### config.mk
export PLATFORM = sky130hd
export DESIGN_NAME = rtc_alarm_timer_temp_regs
export DESIGN_NICKNAME = d
export VERILOG_FILES = /design/src/core/rtc_regs_pkg.sv /design/src/core/rtc_alarm_timer_temp_regs.sv
export VERILOG_INCLUDE_DIRS = /design/src /design/src/core
export SDC_FILE = /design/constraint.sdc
export NUM_CORES = 1
export LEC_CHECK = 0
export BUFFER_PORTS_ARGS = -buffer_cell sky130_fd_sc_hd__buf_2
export CORE_AREA = 5 5 97 144
export CTS_BUF_LIST = sky130_fd_sc_hd__clkbuf_8 sky130_fd_sc_hd__clkbuf_16
export DETAILED_ROUTE_END_ITERATION = 8
export DIE_AREA = 0 0 102 149
export PLACE_DENSITY = 0.79
export SLEW_MARGIN = 10
export SYNTH_ARGS = -nofsm -noshare
export SYNTH_HDL_FRONTEND = slang
export SYNTH_SLANG_ARGS = --single-unit
### constraint.sdc
create_clock -name clk_sys -period 5 [get_ports clk_sys]
set_input_delay 1 -clock clk_sys [delete_from_list [all_inputs] [get_ports clk_sys]]
set_output_delay 1 -clock clk_sys [all_outputs]
set_load 0.005 [all_outputs]
### src/core/rtc_regs_defs.svh
// Offsets, field positions, reset values and timing counts for the RTC register bank.
// Assumes a byte-wide register port addressed by 6-bit register addresses.
`ifndef RTC_REGS_DEFS_SVH
`define RTC_REGS_DEFS_SVH

// ==========================================================================
// Register addresses
`define ADDR_ALARM_MONTH    6'h15
`define ADDR_ALARM_YEAR     6'h16
`define ADDR_COUNT_LOW      6'h18
`define ADDR_COUNT_HIGH     6'h19
`define ADDR_TEMPERATURE    6'h20
`define ADDR_USER_NV0       6'h28
`define ADDR_USER_NV1       6'h29
`define ADDR_NV_CONTROL     6'h30
`define ADDR_CRYSTAL_OFFSET_TRIM    6'h31
`define ADDR_CRYSTAL_QUADRATIC_COEFFICIENT      6'h32
`define ADDR_XTAL_TURNOVER  6'h33

// ==========================================================================
// Field positions
`define ALARM_EN_BIT        7
`define MONTH_FIELD_MASK    8'h9F
`define TURNOVER_MASK       8'h3F
`define CTRL_THERMO_EN_BIT  1
`define CTRL_SCAN_BIT       0

// ==========================================================================
// Reset values
`define RESET_BYTE          8'h00
`define RESET_TEMP          8'h3C
`define RESET_CTRL          8'h02

// ==========================================================================
// Timing
`define CLK_FREQ_HZ         100000000
`define SCAN_1S_S           1
`define SCAN_16S_S          16
`define SCAN_1S_CYCLES      (`CLK_FREQ_HZ * `SCAN_1S_S)

`endif

### src/core/rtc_regs_pkg.sv
// Types shared by the RTC register bank.
// Assumes the defines header is included by the modules that need numbers.
package rtc_regs_pkg;

    typedef struct packed {
        logic [3:0] trickle_select;
        logic [1:0] divided_clock_output_select;
        logic       thermo_enable;
        logic       thermo_scan_period_select;
    } nv_control_t;

    typedef struct packed {
        logic       en;
        logic [6:0] value;
    } alarm_field_t;

    typedef struct packed {
        logic [7:0] crystal_offset_trim;
        logic [7:0] crystal_quadratic_coefficient;
        logic [7:0] crystal_turnover_temperature;
    } xtal_cal_t;

    typedef enum logic [1:0] {
        TS_IDLE    = 2'b00,
        TS_MEASURE = 2'b01,
        TS_HOLD    = 2'b10
    } temp_state_t;

endpackage

### src/core/rtc_alarm_timer_temp_regs.sv
// RTC month/year alarm, countdown value, temperature and non-volatile register bank.
// Assumes a synchronous byte register port; a sensor supplies temperature codes.
// Assumes BCD time inputs from the calendar counters; the alarm date flag is a level.
//
// Behaviour
// - Month alarm bit 7 enables month comparison; clear means ignore month.
// - Month alarm bits 4..0 hold BCD month; bits 6..5 unused, read zero.
// - Year alarm bit 7 enables year match; bits 6..0 BCD year.
// - Sixteen-bit countdown value split low byte 18h, high byte 19h.
// - High byte takes any value and forms upper eight timer bits.
// - Temperature code is degrees plus sixty, one degree per step.
// - Host accesses see a frozen cached temperature copy.
// - With thermometer disabled, host may write temperature register directly.
// - Two user non-volatile bytes at 28h and 29h, any value.
// - Control page holds one control and three calibration bytes.
// - Control fields: trickle bits 7..4, clock out 3..2, thermometer 1..0.
// - Calibration bytes hold offset, coefficient, turnover for compensation.
// - Thermometer enable starts periodic scans; scan bit clear means every second.
`timescale 1ns/1ps
`include "rtc_regs_defs.svh"

module rtc_alarm_timer_temp_regs
    import rtc_regs_pkg::*;
#(
    parameter int SCAN_1S_CYCLES  = `SCAN_1S_CYCLES,
    parameter int SCAN_16S_CYCLES = `SCAN_1S_CYCLES * `SCAN_16S_S
) (
    input  wire logic       clk_sys,
    input  wire logic       rst_b,
    input  wire logic       reg_access,
    input  wire logic       reg_write,
    input  wire logic [5:0] reg_addr,
    input  wire logic [7:0] reg_wdata,
    output logic      [7:0] reg_rdata,
    input  wire logic [7:0] sensor_code,
    input  wire logic       sensor_valid,
    output logic            sensor_start,
    input  wire logic [7:0] time_month,
    input  wire logic [7:0] time_year,
    output logic            alarm_date_match,
    output logic     [15:0] countdown_value,
    output logic      [7:0] temperature_code,
    output nv_control_t     nv_control,
    output xtal_cal_t       xtal_cal
);

    // ======================================================================
    // Reset release
    logic rst_meta_q;
    logic rst_sync_q;

    // Entry is asynchronous, release waits two edges
    always_ff @(posedge clk_sys or negedge rst_b) begin
        if (!rst_b) begin
            rst_meta_q <= 1'b0;
            rst_sync_q <= 1'b0;
        end else begin
            rst_meta_q <= 1'b1;
            rst_sync_q <= rst_meta_q;
        end
    end

    // ======================================================================
    // Register storage
    alarm_field_t month_q,   month_d;
    alarm_field_t year_q,    year_d;
    logic [7:0]   cnt_lo_q,  cnt_lo_d;
    logic [7:0]   cnt_hi_q,  cnt_hi_d;
    nv_control_t  ctrl_q,    ctrl_d;
    xtal_cal_t    cal_q,     cal_d;
    logic [7:0]   rdata_q,   rdata_d;

    logic wr;
    assign wr = reg_access && reg_write;

    always_comb begin
        month_d  = month_q;
        year_d   = year_q;
        cnt_lo_d = cnt_lo_q;
        cnt_hi_d = cnt_hi_q;
        ctrl_d   = ctrl_q;
        cal_d    = cal_q;
        if (wr) begin
            if (reg_addr == `ADDR_ALARM_MONTH) begin
                month_d = alarm_field_t'(reg_wdata & `MONTH_FIELD_MASK);
            end else if (reg_addr == `ADDR_ALARM_YEAR) begin
                year_d = alarm_field_t'(reg_wdata);
            end else if (reg_addr == `ADDR_COUNT_LOW) begin
                cnt_lo_d = reg_wdata;
            end else if (reg_addr == `ADDR_COUNT_HIGH) begin
                cnt_hi_d = reg_wdata;
            end else if (reg_addr == `ADDR_NV_CONTROL) begin
                ctrl_d = nv_control_t'(reg_wdata);
            end else if (reg_addr == `ADDR_CRYSTAL_OFFSET_TRIM) begin
                cal_d.crystal_offset_trim = reg_wdata;
            end else if (reg_addr == `ADDR_CRYSTAL_QUADRATIC_COEFFICIENT) begin
                cal_d.crystal_quadratic_coefficient = reg_wdata;
            end else if (reg_addr == `ADDR_XTAL_TURNOVER) begin
                cal_d.crystal_turnover_temperature = reg_wdata & `TURNOVER_MASK;
            end
        end
    end

    always_ff @(posedge clk_sys or negedge rst_sync_q) begin
        if (!rst_sync_q) begin
            month_q  <= alarm_field_t'(`RESET_BYTE);
            year_q   <= alarm_field_t'(`RESET_BYTE);
            cnt_lo_q <= `RESET_BYTE;
            cnt_hi_q <= `RESET_BYTE;
            ctrl_q   <= nv_control_t'(`RESET_CTRL);
            cal_q    <= xtal_cal_t'({`RESET_BYTE, `RESET_BYTE, `RESET_BYTE});
        end else begin
            month_q  <= month_d;
            year_q   <= year_d;
            cnt_lo_q <= cnt_lo_d;
            cnt_hi_q <= cnt_hi_d;
            ctrl_q   <= ctrl_d;
            cal_q    <= cal_d;
        end
    end

    // ======================================================================
    // User bytes, one flip-flop byte per entry
    for (genvar i = 0; i < 2; i++) begin : g_user
        logic [7:0] byte_q;
        logic [7:0] byte_d;
        logic       hit;

        // Entry i sits at the first user address plus i
        assign hit = wr && (reg_addr == 6'(`ADDR_USER_NV0 + i));

        always_comb begin
            byte_d = byte_q;
            if (hit) begin
                byte_d = reg_wdata;
            end
        end

        always_ff @(posedge clk_sys or negedge rst_sync_q) begin
            if (!rst_sync_q) begin
                byte_q <= `RESET_BYTE;
            end else begin
                byte_q <= byte_d;
            end
        end
    end

    // ======================================================================
    // Temperature measurement and host cache
    temp_state_t ts_q,      ts_d;
    logic [31:0] scan_q,    scan_d;
    logic [7:0]  temp_q,    temp_d;
    logic [7:0]  pend_q,    pend_d;
    logic        pend_v_q,  pend_v_d;
    logic        start_q,   start_d;
    logic [31:0] scan_limit;

    // Bit 0 clear gives one scan a second, set gives the long period
    assign scan_limit = ctrl_q.thermo_scan_period_select ? SCAN_16S_CYCLES - 1 : SCAN_1S_CYCLES - 1;

    always_comb begin
        ts_d     = ts_q;
        scan_d   = scan_q;
        temp_d   = temp_q;
        pend_d   = pend_q;
        pend_v_d = pend_v_q;
        start_d  = 1'b0;
        // Pending code reaches the cache only outside host access; a direct host write below still wins
        if (pend_v_q && !reg_access) begin
            temp_d   = pend_q;
            pend_v_d = 1'b0;
        end
        case (ts_q)
            TS_IDLE: begin
                if (ctrl_q.thermo_enable) begin
                    if (scan_q >= scan_limit) begin
                        scan_d  = 32'h0000_0000;
                        start_d = 1'b1;
                        ts_d    = TS_MEASURE;
                    end else begin
                        scan_d = scan_q + 32'h0000_0001;
                    end
                end else begin
                    scan_d = 32'h0000_0000;
                end
            end
            TS_MEASURE: begin
                // Disabling the thermometer abandons the request
                if (!ctrl_q.thermo_enable) begin
                    ts_d = TS_IDLE;
                end else if (sensor_valid) begin
                    pend_d   = sensor_code;
                    pend_v_d = 1'b1;
                    ts_d     = TS_HOLD;
                end
            end
            TS_HOLD: begin
                ts_d = TS_IDLE;
            end
            default: begin
                ts_d = TS_IDLE;
            end
        endcase
        if (wr && reg_addr == `ADDR_TEMPERATURE && !ctrl_q.thermo_enable) begin
            temp_d   = reg_wdata;
            pend_v_d = 1'b0;
        end
    end

    always_ff @(posedge clk_sys or negedge rst_sync_q) begin
        if (!rst_sync_q) begin
            ts_q     <= TS_IDLE;
            scan_q   <= 32'h0000_0000;
            temp_q   <= `RESET_TEMP;
            pend_q   <= `RESET_BYTE;
            pend_v_q <= 1'b0;
            start_q  <= 1'b0;
        end else begin
            ts_q     <= ts_d;
            scan_q   <= scan_d;
            temp_q   <= temp_d;
            pend_q   <= pend_d;
            pend_v_q <= pend_v_d;
            start_q  <= start_d;
        end
    end

    // ======================================================================
    // Read data

    always_comb begin
        rdata_d = rdata_q;
        if (reg_access && !reg_write) begin
            if (reg_addr == `ADDR_ALARM_MONTH) begin
                rdata_d = month_q;
            end else if (reg_addr == `ADDR_ALARM_YEAR) begin
                rdata_d = year_q;
            end else if (reg_addr == `ADDR_COUNT_LOW) begin
                rdata_d = cnt_lo_q;
            end else if (reg_addr == `ADDR_COUNT_HIGH) begin
                rdata_d = cnt_hi_q;
            end else if (reg_addr == `ADDR_TEMPERATURE) begin
                rdata_d = temp_q;
            end else if (reg_addr == `ADDR_USER_NV0) begin
                rdata_d = g_user[0].byte_q;
            end else if (reg_addr == `ADDR_USER_NV1) begin
                rdata_d = g_user[1].byte_q;
            end else if (reg_addr == `ADDR_NV_CONTROL) begin
                rdata_d = ctrl_q;
            end else if (reg_addr == `ADDR_CRYSTAL_OFFSET_TRIM) begin
                rdata_d = cal_q.crystal_offset_trim;
            end else if (reg_addr == `ADDR_CRYSTAL_QUADRATIC_COEFFICIENT) begin
                rdata_d = cal_q.crystal_quadratic_coefficient;
            end else if (reg_addr == `ADDR_XTAL_TURNOVER) begin
                rdata_d = cal_q.crystal_turnover_temperature;
            end else begin
                rdata_d = `RESET_BYTE;
            end
        end
    end

    always_ff @(posedge clk_sys or negedge rst_sync_q) begin
        if (!rst_sync_q) begin
            rdata_q <= `RESET_BYTE;
        end else begin
            rdata_q <= rdata_d;
        end
    end

    // ======================================================================
    // Alarm date compare
    logic match_q;
    logic match_d;

    always_comb begin
        // Disabled fields always match
        match_d = (!month_q.en || ({3'b000, month_q.value[4:0]} == time_month)) &&
                  (!year_q.en  || ({1'b0, year_q.value} == time_year));
    end

    always_ff @(posedge clk_sys or negedge rst_sync_q) begin
        if (!rst_sync_q) begin
            match_q <= 1'b0;
        end else begin
            match_q <= match_d;
        end
    end

    assign reg_rdata        = rdata_q;
    assign alarm_date_match = match_q;
    assign sensor_start     = start_q;
    assign countdown_value  = {cnt_hi_q, cnt_lo_q};
    assign temperature_code = temp_q;
    assign nv_control       = ctrl_q;
    assign xtal_cal         = cal_q;

endmodule

==> results of run 1 <==
cell type report:
type                       instances  area, um2  area share (%)
clock inverter                    14        145            1.76
timing repair buffer             111        568            6.90
inverter                           6       22.5           0.273
sequential                       139       3490            42.4
multi-input combinational        450       3380            41.0
tap                              156        195            2.37
clock buffer                      18        439            5.33
routing by layer:
layer	track usage (%)	share of wire, %	up-vias
met1	30.1	36	2873
met3	4.87	5.2	67
met4	13.9	4.8	0
met5	0	0	-
met2	45.9	54	210
li1	-	-	2534
power groups by stage:
| stage | combinational [W] | sequential (W) | clock (W) |
|---|---|---|---|
| 6_report | 0.000250 | 0.00125 | 0.00125 |
| 5_1_grt | 0.000276 | 0.00125 | 0.00132 |
| 4_1_cts | 0.000253 | 0.00124 | 0.00126 |
| 3_5_place_dp | 0.000250 | 0.00126 | 0 |
| 3_3_place_gp | 0.000238 | 0.00126 | 0 |
| 2_1_floorplan | 0.000138 | 0.00126 | 0 |
metrics by stage:
step	area, um2	hold slack [ps]	total power [W]	std cells	setup slack [ps]
floorplan	7030	331	0.00140	626	849
global placement	7640	133	0.00150	862	1700
detailed placement	7650	139	0.00151	862	1630
CTS	8240	143	0.00276	894	1790
global route	8240	162	0.00285	894	1560
finish	8240	137	0.00275	894	1760
logic make-up (layout without fill, tap and decap cells):
group                    after synthesis  in the layout  synth area share (%)
AND/OR/NAND/NOR                      198            198                  15.1
flip-flops                           139            139                  49.6
AO/OA/AOI/OAI                        124            124                  11.9
multiplexers                          96             96                  16.3
buffers and inverters                 37            149                  2.51
adder cells (fa/ha/maj)               17             17                  3.03
XOR/XNOR                              12             12                  1.50
other                                  2              3                 0.107
worst max-delay path, stage by stage, from the launching register on:
cell       delay (ps)
dfrtp_1           590
inv_1             310
ha_1              430
nand4bb_4         150
or4_1             540
a211o_1           270
nand4_1           440
o21ai_0           190
a21o_1            200
synth_stat cells (all sizes together), types with 12 or more instances:
master | number | share of area, %
nor2 | 24 | 1.3
nand2 | 69 | 3.7
dfrtp | 134 | 48
buf | 14 | 1.3
a22oi | 12 | 1.3
mux2 | 85 | 14
nand3 | 24 | 1.7
nand2b | 13 | 1.2
a21oi | 30 | 2.1
and3 | 13 | 1.2
ha | 17 | 3.0
clkbuf | 17 | 0.91
o21ai | 20 | 1.4
a31oi | 18 | 1.6
how the worst min path moves through the flow:
stage / startpoint / to / slack, ps / cells past startpoint
3_3_place_gp: rst_sync_q$_DFF_PN0_ / reg_rdata[2]$_DFFE_PN0P_ / 130 / 0
4_1_cts: rst_sync_q$_DFF_PN0_ / cnt_lo_q[2]$_DFFE_PN0P_ / 140 / 0
6_report: rst_sync_q$_DFF_PN0_ / month_q[3]$_DFFE_PN0P_ / 140 / 0
3_5_place_dp: rst_sync_q$_DFF_PN0_ / reg_rdata[3]$_DFFE_PN0P_ / 140 / 0
5_1_grt: rst_sync_q$_DFF_PN0_ / month_q[2]$_DFFE_PN0P_ / 160 / 0
2_1_floorplan: rst_meta_q$_DFF_PN0_ / rst_sync_q$_DFF_PN0_ / 330 / 0
==> impl_metrics.csv, run 1 <==
group,metric,value,unit
clocking,cts.sinks,139,
global_route,grt_usage,26.3,%
final_layout,layout-drive-gt1-share,34.4,%
clocking,root_buffer,"clkbuf_16",
floorplanning,dieArea,15200,um2
critical_path,end_kind,"register",
clocking,ctsHoldBuffers,0,
critical_path,reg2reg_depth,8,
flow_run,drv_cap,0,
pwr,p_switching,0.000694,W
timing,tightestPinTransition,990,ps
final_layout,regMostFlops,"scan_q",
placed_design,port_buffers,106,
final_layout,syn_to_final_growth,17.2,%
placed_design,gp_congestion,0.882,
critical_path,crit_end,"scan_q[26]$_DFFE_PN0P_",
pwr,p_int,0.00205,W
clocking,path_clk_slew,60,ps
yosys,synth_edf_count,0,
timing,setup_tns,0,ps
pwr,cellPowerDensity,333,nW/um2
floorplanning,io_pins,109,
timing,fmax,0.308,GHz
critical_path,r2r_start,"nv_control[0]$_DFFE_PN0P_",
timing,setup_viol,0,
clocking,cts_resized,0,
yosys,syn_inst,625,
final_layout,fin_nets,785,
yosys,ys_types,59,
final_layout,final_cell_mix,"133 x dfrtp_1, 106 x buf_2, 85 x mux2_2",
critical_path,path_max_fanout,13,
route,wl,19000,um
yosys,syn_avg_cell_area,11.2,um2
final_layout,n_antenna_cell,0,
clocking,htree_levels,4,
global_route,grt_pass1_wl,30900,um
yosys,ys_ff_latch,139,
critical_path,cp_data_arrival_time,3560,ps
timing,period_share,64.9,%
yosys,yosysSeqAreaShare,49.6,%
clocking,cts_buffer_depth,2,
outcome,status,"complete, no violations",
yosys,dominantRegCellSynth,"dfrtp_1",
route,drt-initial-drc-count,360,
route,final_antenna_net_count,0,
yosys,synthArstFlopShare,100,%
critical_path,cp-start-kind,"register",
worst_hold_path,hold_class,"reg -> async",
floorplanning,die_w,102,um
global_route,grt_max_degree,67,
final_layout,fillers,935,
pwr,p_leak,4.03,nW
critical_path,crit_required,5310,ps
yosys,syn_area,7030,um2
clocking,cts_tree,"built",
floorplanning,core_area,12400,um2
pwr,switching_share,25.3,%
placed_design,hpwlAfterDp,13700,um
route,dr.pass1.iters,7,
floorplanning,initial_core_util,56.5,%
clocking,cts_setup_buffers,0,
clocking,cts_buffers,17,
route,drcViolationCount,0,
pwr,power.share.clock,45.5,%
critical_path,worstReg2RegEnd,"scan_q[26]$_DFFE_PN0P_",
final_layout,final_common_cell,"dfrtp_1",
route,routed_via_density,6.36,
timing,rsz0062_at_grt,"no",
timing,report.final.slew_viol_count,0,
pwr,peakVddDrop,0.000248,V
clocking,clk-insertion-delay-late,420,ps
critical_path,r2r_setup_slack,1760,ps
global_route,grt_pass1_vias,5940,
critical_path,cp-startpoint,"nv_control[0]$_DFFE_PN0P_",
timing,finalHoldViolCount,0,
final_layout,final_util,66.2,%
yosys,yosysWarnings,0,
timing,period_needed,3240,ps
global_route,grt.overflow.total,0,
floorplanning,die_y,149,um
pwr,seqPwrFrac,45.4,%
floorplanning,core.rowCount,50,
global_route,antenna_found_initial,0,
route,avgRoutedWirePerCell,21.3,um
timing,slew-limit-headroom,33.5,%
critical_path,path_class,"reg -> reg",
pwr,pwr-share-comb,9.1,%
timing,skew,6.99,ps
route,vias,5684,
final_layout,largest_register_ffs,32,
No activity file was read; power rests on OpenSTA's default activity.
==> inputs of run 2 (changes only) <==
Settings changed: CORE_AREA 5 5 97 144 to 5 5 101 151, DIE_AREA 0 0 102 149 to 0 0 106 156, PLACE_DENSITY 0.79 to 0.76.
Clock period 5 ns to 2.67 ns, I/O delays scaled along.
==> impl_metrics.csv, run 2 (same netlist as run 1, synthesis figures left out) <==
group,metric,value,unit
timing,setup_viol,0,
placed_design,dp.cells,897,
global_route,grt.overflow.total,0,
timing,rsz0062_at_grt,"no",
clocking,htree_levels,4,
critical_path,cp-start-kind,"register",
critical_path,cp_data_arrival_time,2870,ps
critical_path,reg2reg_depth,8,
route,avgRoutedWirePerCell,21.9,um
pwr,p_leak,4.22,nW
floorplanning,die_w,106,um
clocking,cts.sinks,139,
timing,slew-limit-headroom,44.3,%
timing,fmax,0.387,GHz
route,drcViolationCount,0,
timing,period_share,96.7,%
global_route,busiest_layer,"met2",
worst_hold_path,hold_class,"reg -> async",
route,wl,20500,um
clocking,cts_tree,"built",
final_layout,multi_input_area,3430,um2
timing,finalHoldViolCount,0,
clocking,cts_buffers,17,
final_layout,final_cell_mix,"132 x dfrtp_1, 106 x buf_2, 85 x mux2_2",
placed_design,gp_congestion,0.916,
floorplanning,initial_core_util,51.0,%
final_layout,fin_nets,818,
global_route,use_met3,4.89,%
timing,skew,8.48,ps
global_route,antenna_found_initial,1,
route,drt-initial-drc-count,470,
route,dr.pass1.iters,5,
critical_path,r2r_setup_slack,90,ps
final_layout,final_common_cell,"dfrtp_1",
clocking,path_clk_slew,60,ps
route,final_antenna_net_count,0,
timing,setup_tns,0,ps
final_layout,largest_register_ffs,32,
timing,report.final.slew_viol_count,0,
floorplanning,die_y,156,um
placed_design,port_buffers,106,
floorplanning,dieArea,16500,um2
clocking,clk-insertion-delay-late,420,ps
final_layout,syn_to_final_growth,22.4,%
final_layout,fillers,1098,
critical_path,worstReg2RegEnd,"scan_q[7]$_DFFE_PN0P_",
final_layout,regMostFlops,"scan_q",
clocking,root_buffer,"clkbuf_16",
global_route,met1_usage,27.1,%
global_route,grt_pass1_wl,32300,um
route,routed_via_density,6.34,
global_route,globalRouteMet2Util,44.9,%
final_layout,stdcell_count,937,
route,vias,5939,
global_route,grt_pass1_vias,6138,
critical_path,end_kind,"register",
timing,period_needed,2580,ps
final_layout,layout-drive-gt1-share,37.9,%
critical_path,crit_required,2960,ps
global_route,grt_max_degree,45,
flow_run,drv_cap,0,
global_route,grt_usage,24.9,%
critical_path,path_class,"reg -> reg",
floorplanning,io_pins,109,
clocking,cts_buffer_depth,2,
outcome,status,"complete, no violations",
pwr,cellPowerDensity,612,nW/um2
timing,tightestPinTransition,831,ps
critical_path,r2r_start,"scan_q[23]$_DFFE_PN0P_",
pwr,peakVddDrop,0.000462,V
critical_path,path_max_fanout,13,
floorplanning,core.rowCount,53,
placed_design,hpwlAfterDp,14600,um
final_layout,seq_area,3490,um2
floorplanning,core_area,13800,um2
run 2: changes by cell type in the layout (fill, tap and decap cells not counted), moves of 2 or more:
cell and delta:
buf_4 +27, buf_12 +3, clkinv_2 -2, inv_1 -2
run 2: worst max path at each step:
stage,from,end,cells past startpoint
4_1_cts,nv_control[0]$_DFFE_PN0P_,scan_q[21]$_DFFE_PN0P_,9
2_1_floorplan,nv_control[0]$_DFFE_PN0P_,scan_q[7]$_DFFE_PN0P_,9
5_1_grt,nv_control[0]$_DFFE_PN0P_,scan_q[11]$_DFFE_PN0P_,10
3_3_place_gp,nv_control[0]$_DFFE_PN0P_,scan_q[17]$_DFFE_PN0P_,9
6_report,scan_q[23]$_DFFE_PN0P_,scan_q[7]$_DFFE_PN0P_,8
3_5_place_dp,nv_control[0]$_DFFE_PN0P_,scan_q[21]$_DFFE_PN0P_,9
run 2: routing by layer:
| layer | wire [um] | up-vias | part of all wire [%] |
|---|---|---|---|
| li1 | - | 2611 | - |
| met1 | 7140 | 2961 | 35 |
| met2 | 10900 | 286 | 53 |
| met3 | 1200 | 81 | 5.9 |
| met4 | 1230 | 0 | 6.0 |
| met5 | 0 | - | 0 |
run 2: stage by stage:
| step | util [%] | worst slack (ps) | hold slack (ps) | total power [W] | cell area [um2] |
|---|---|---|---|---|---|
| 3_3_place_gp | 57.2 | 113 | 294 | 0.00283 | 7890 |
| 3_5_place_dp | 57.2 | 5.06 | 304 | 0.00286 | 7890 |
| 5_1_grt | 62.4 | 0.0804 | 343 | 0.00545 | 8600 |
| 2_1_floorplan | - | 1.07 | 238 | 0.00262 | 7030 |
| 4_1_cts | 61.7 | 31.3 | 316 | 0.00528 | 8510 |
| 6_report | 62.4 | 89.3 | 300 | 0.00526 | 8600 |
run 2: area by class of cell:
| type | instances | share of cell area, % |
|---|---|---|
| clock inverter | 13 | 1.77 |
| multi-input combinational | 452 | 39.9 |
| antenna | 1 | 0.0291 |
| tap | 165 | 2.40 |
| clock buffer | 19 | 5.27 |
| timing repair buffer | 142 | 9.78 |
| sequential | 139 | 40.6 |
| inverter | 6 | 0.291 |
run 2: timing repair:
item / 4_1_cts / 5_1_grt
endpoints found under the hold margin: 2 / 0
gates resized for setup: 0 / 8
buffers inserted: 1 / 3
endpoints found under the setup margin: 1 / 20
cloned: 0 / 2
pin swaps: 0 / 2
hold buffers: 1 / 0
run 2: critical path, stage by stage, from the launching register on:
cell and delay (ps):
dfrtp_1 440, ha_1 340, nand4_1 180, or4_1 560, a211o_4 310, nand4_1 160, buf_12 150, nor3_1 50
a211o_1 270
run 2: report_power, final:
part / leakage, nW / internal (W) / switching, W
clock: 0.293 / 0.00145 / 0.000963
sequential: 1.88 / 0.00223 / 0.000111
combinational: 2.05 / 0.000249 / 0.000263
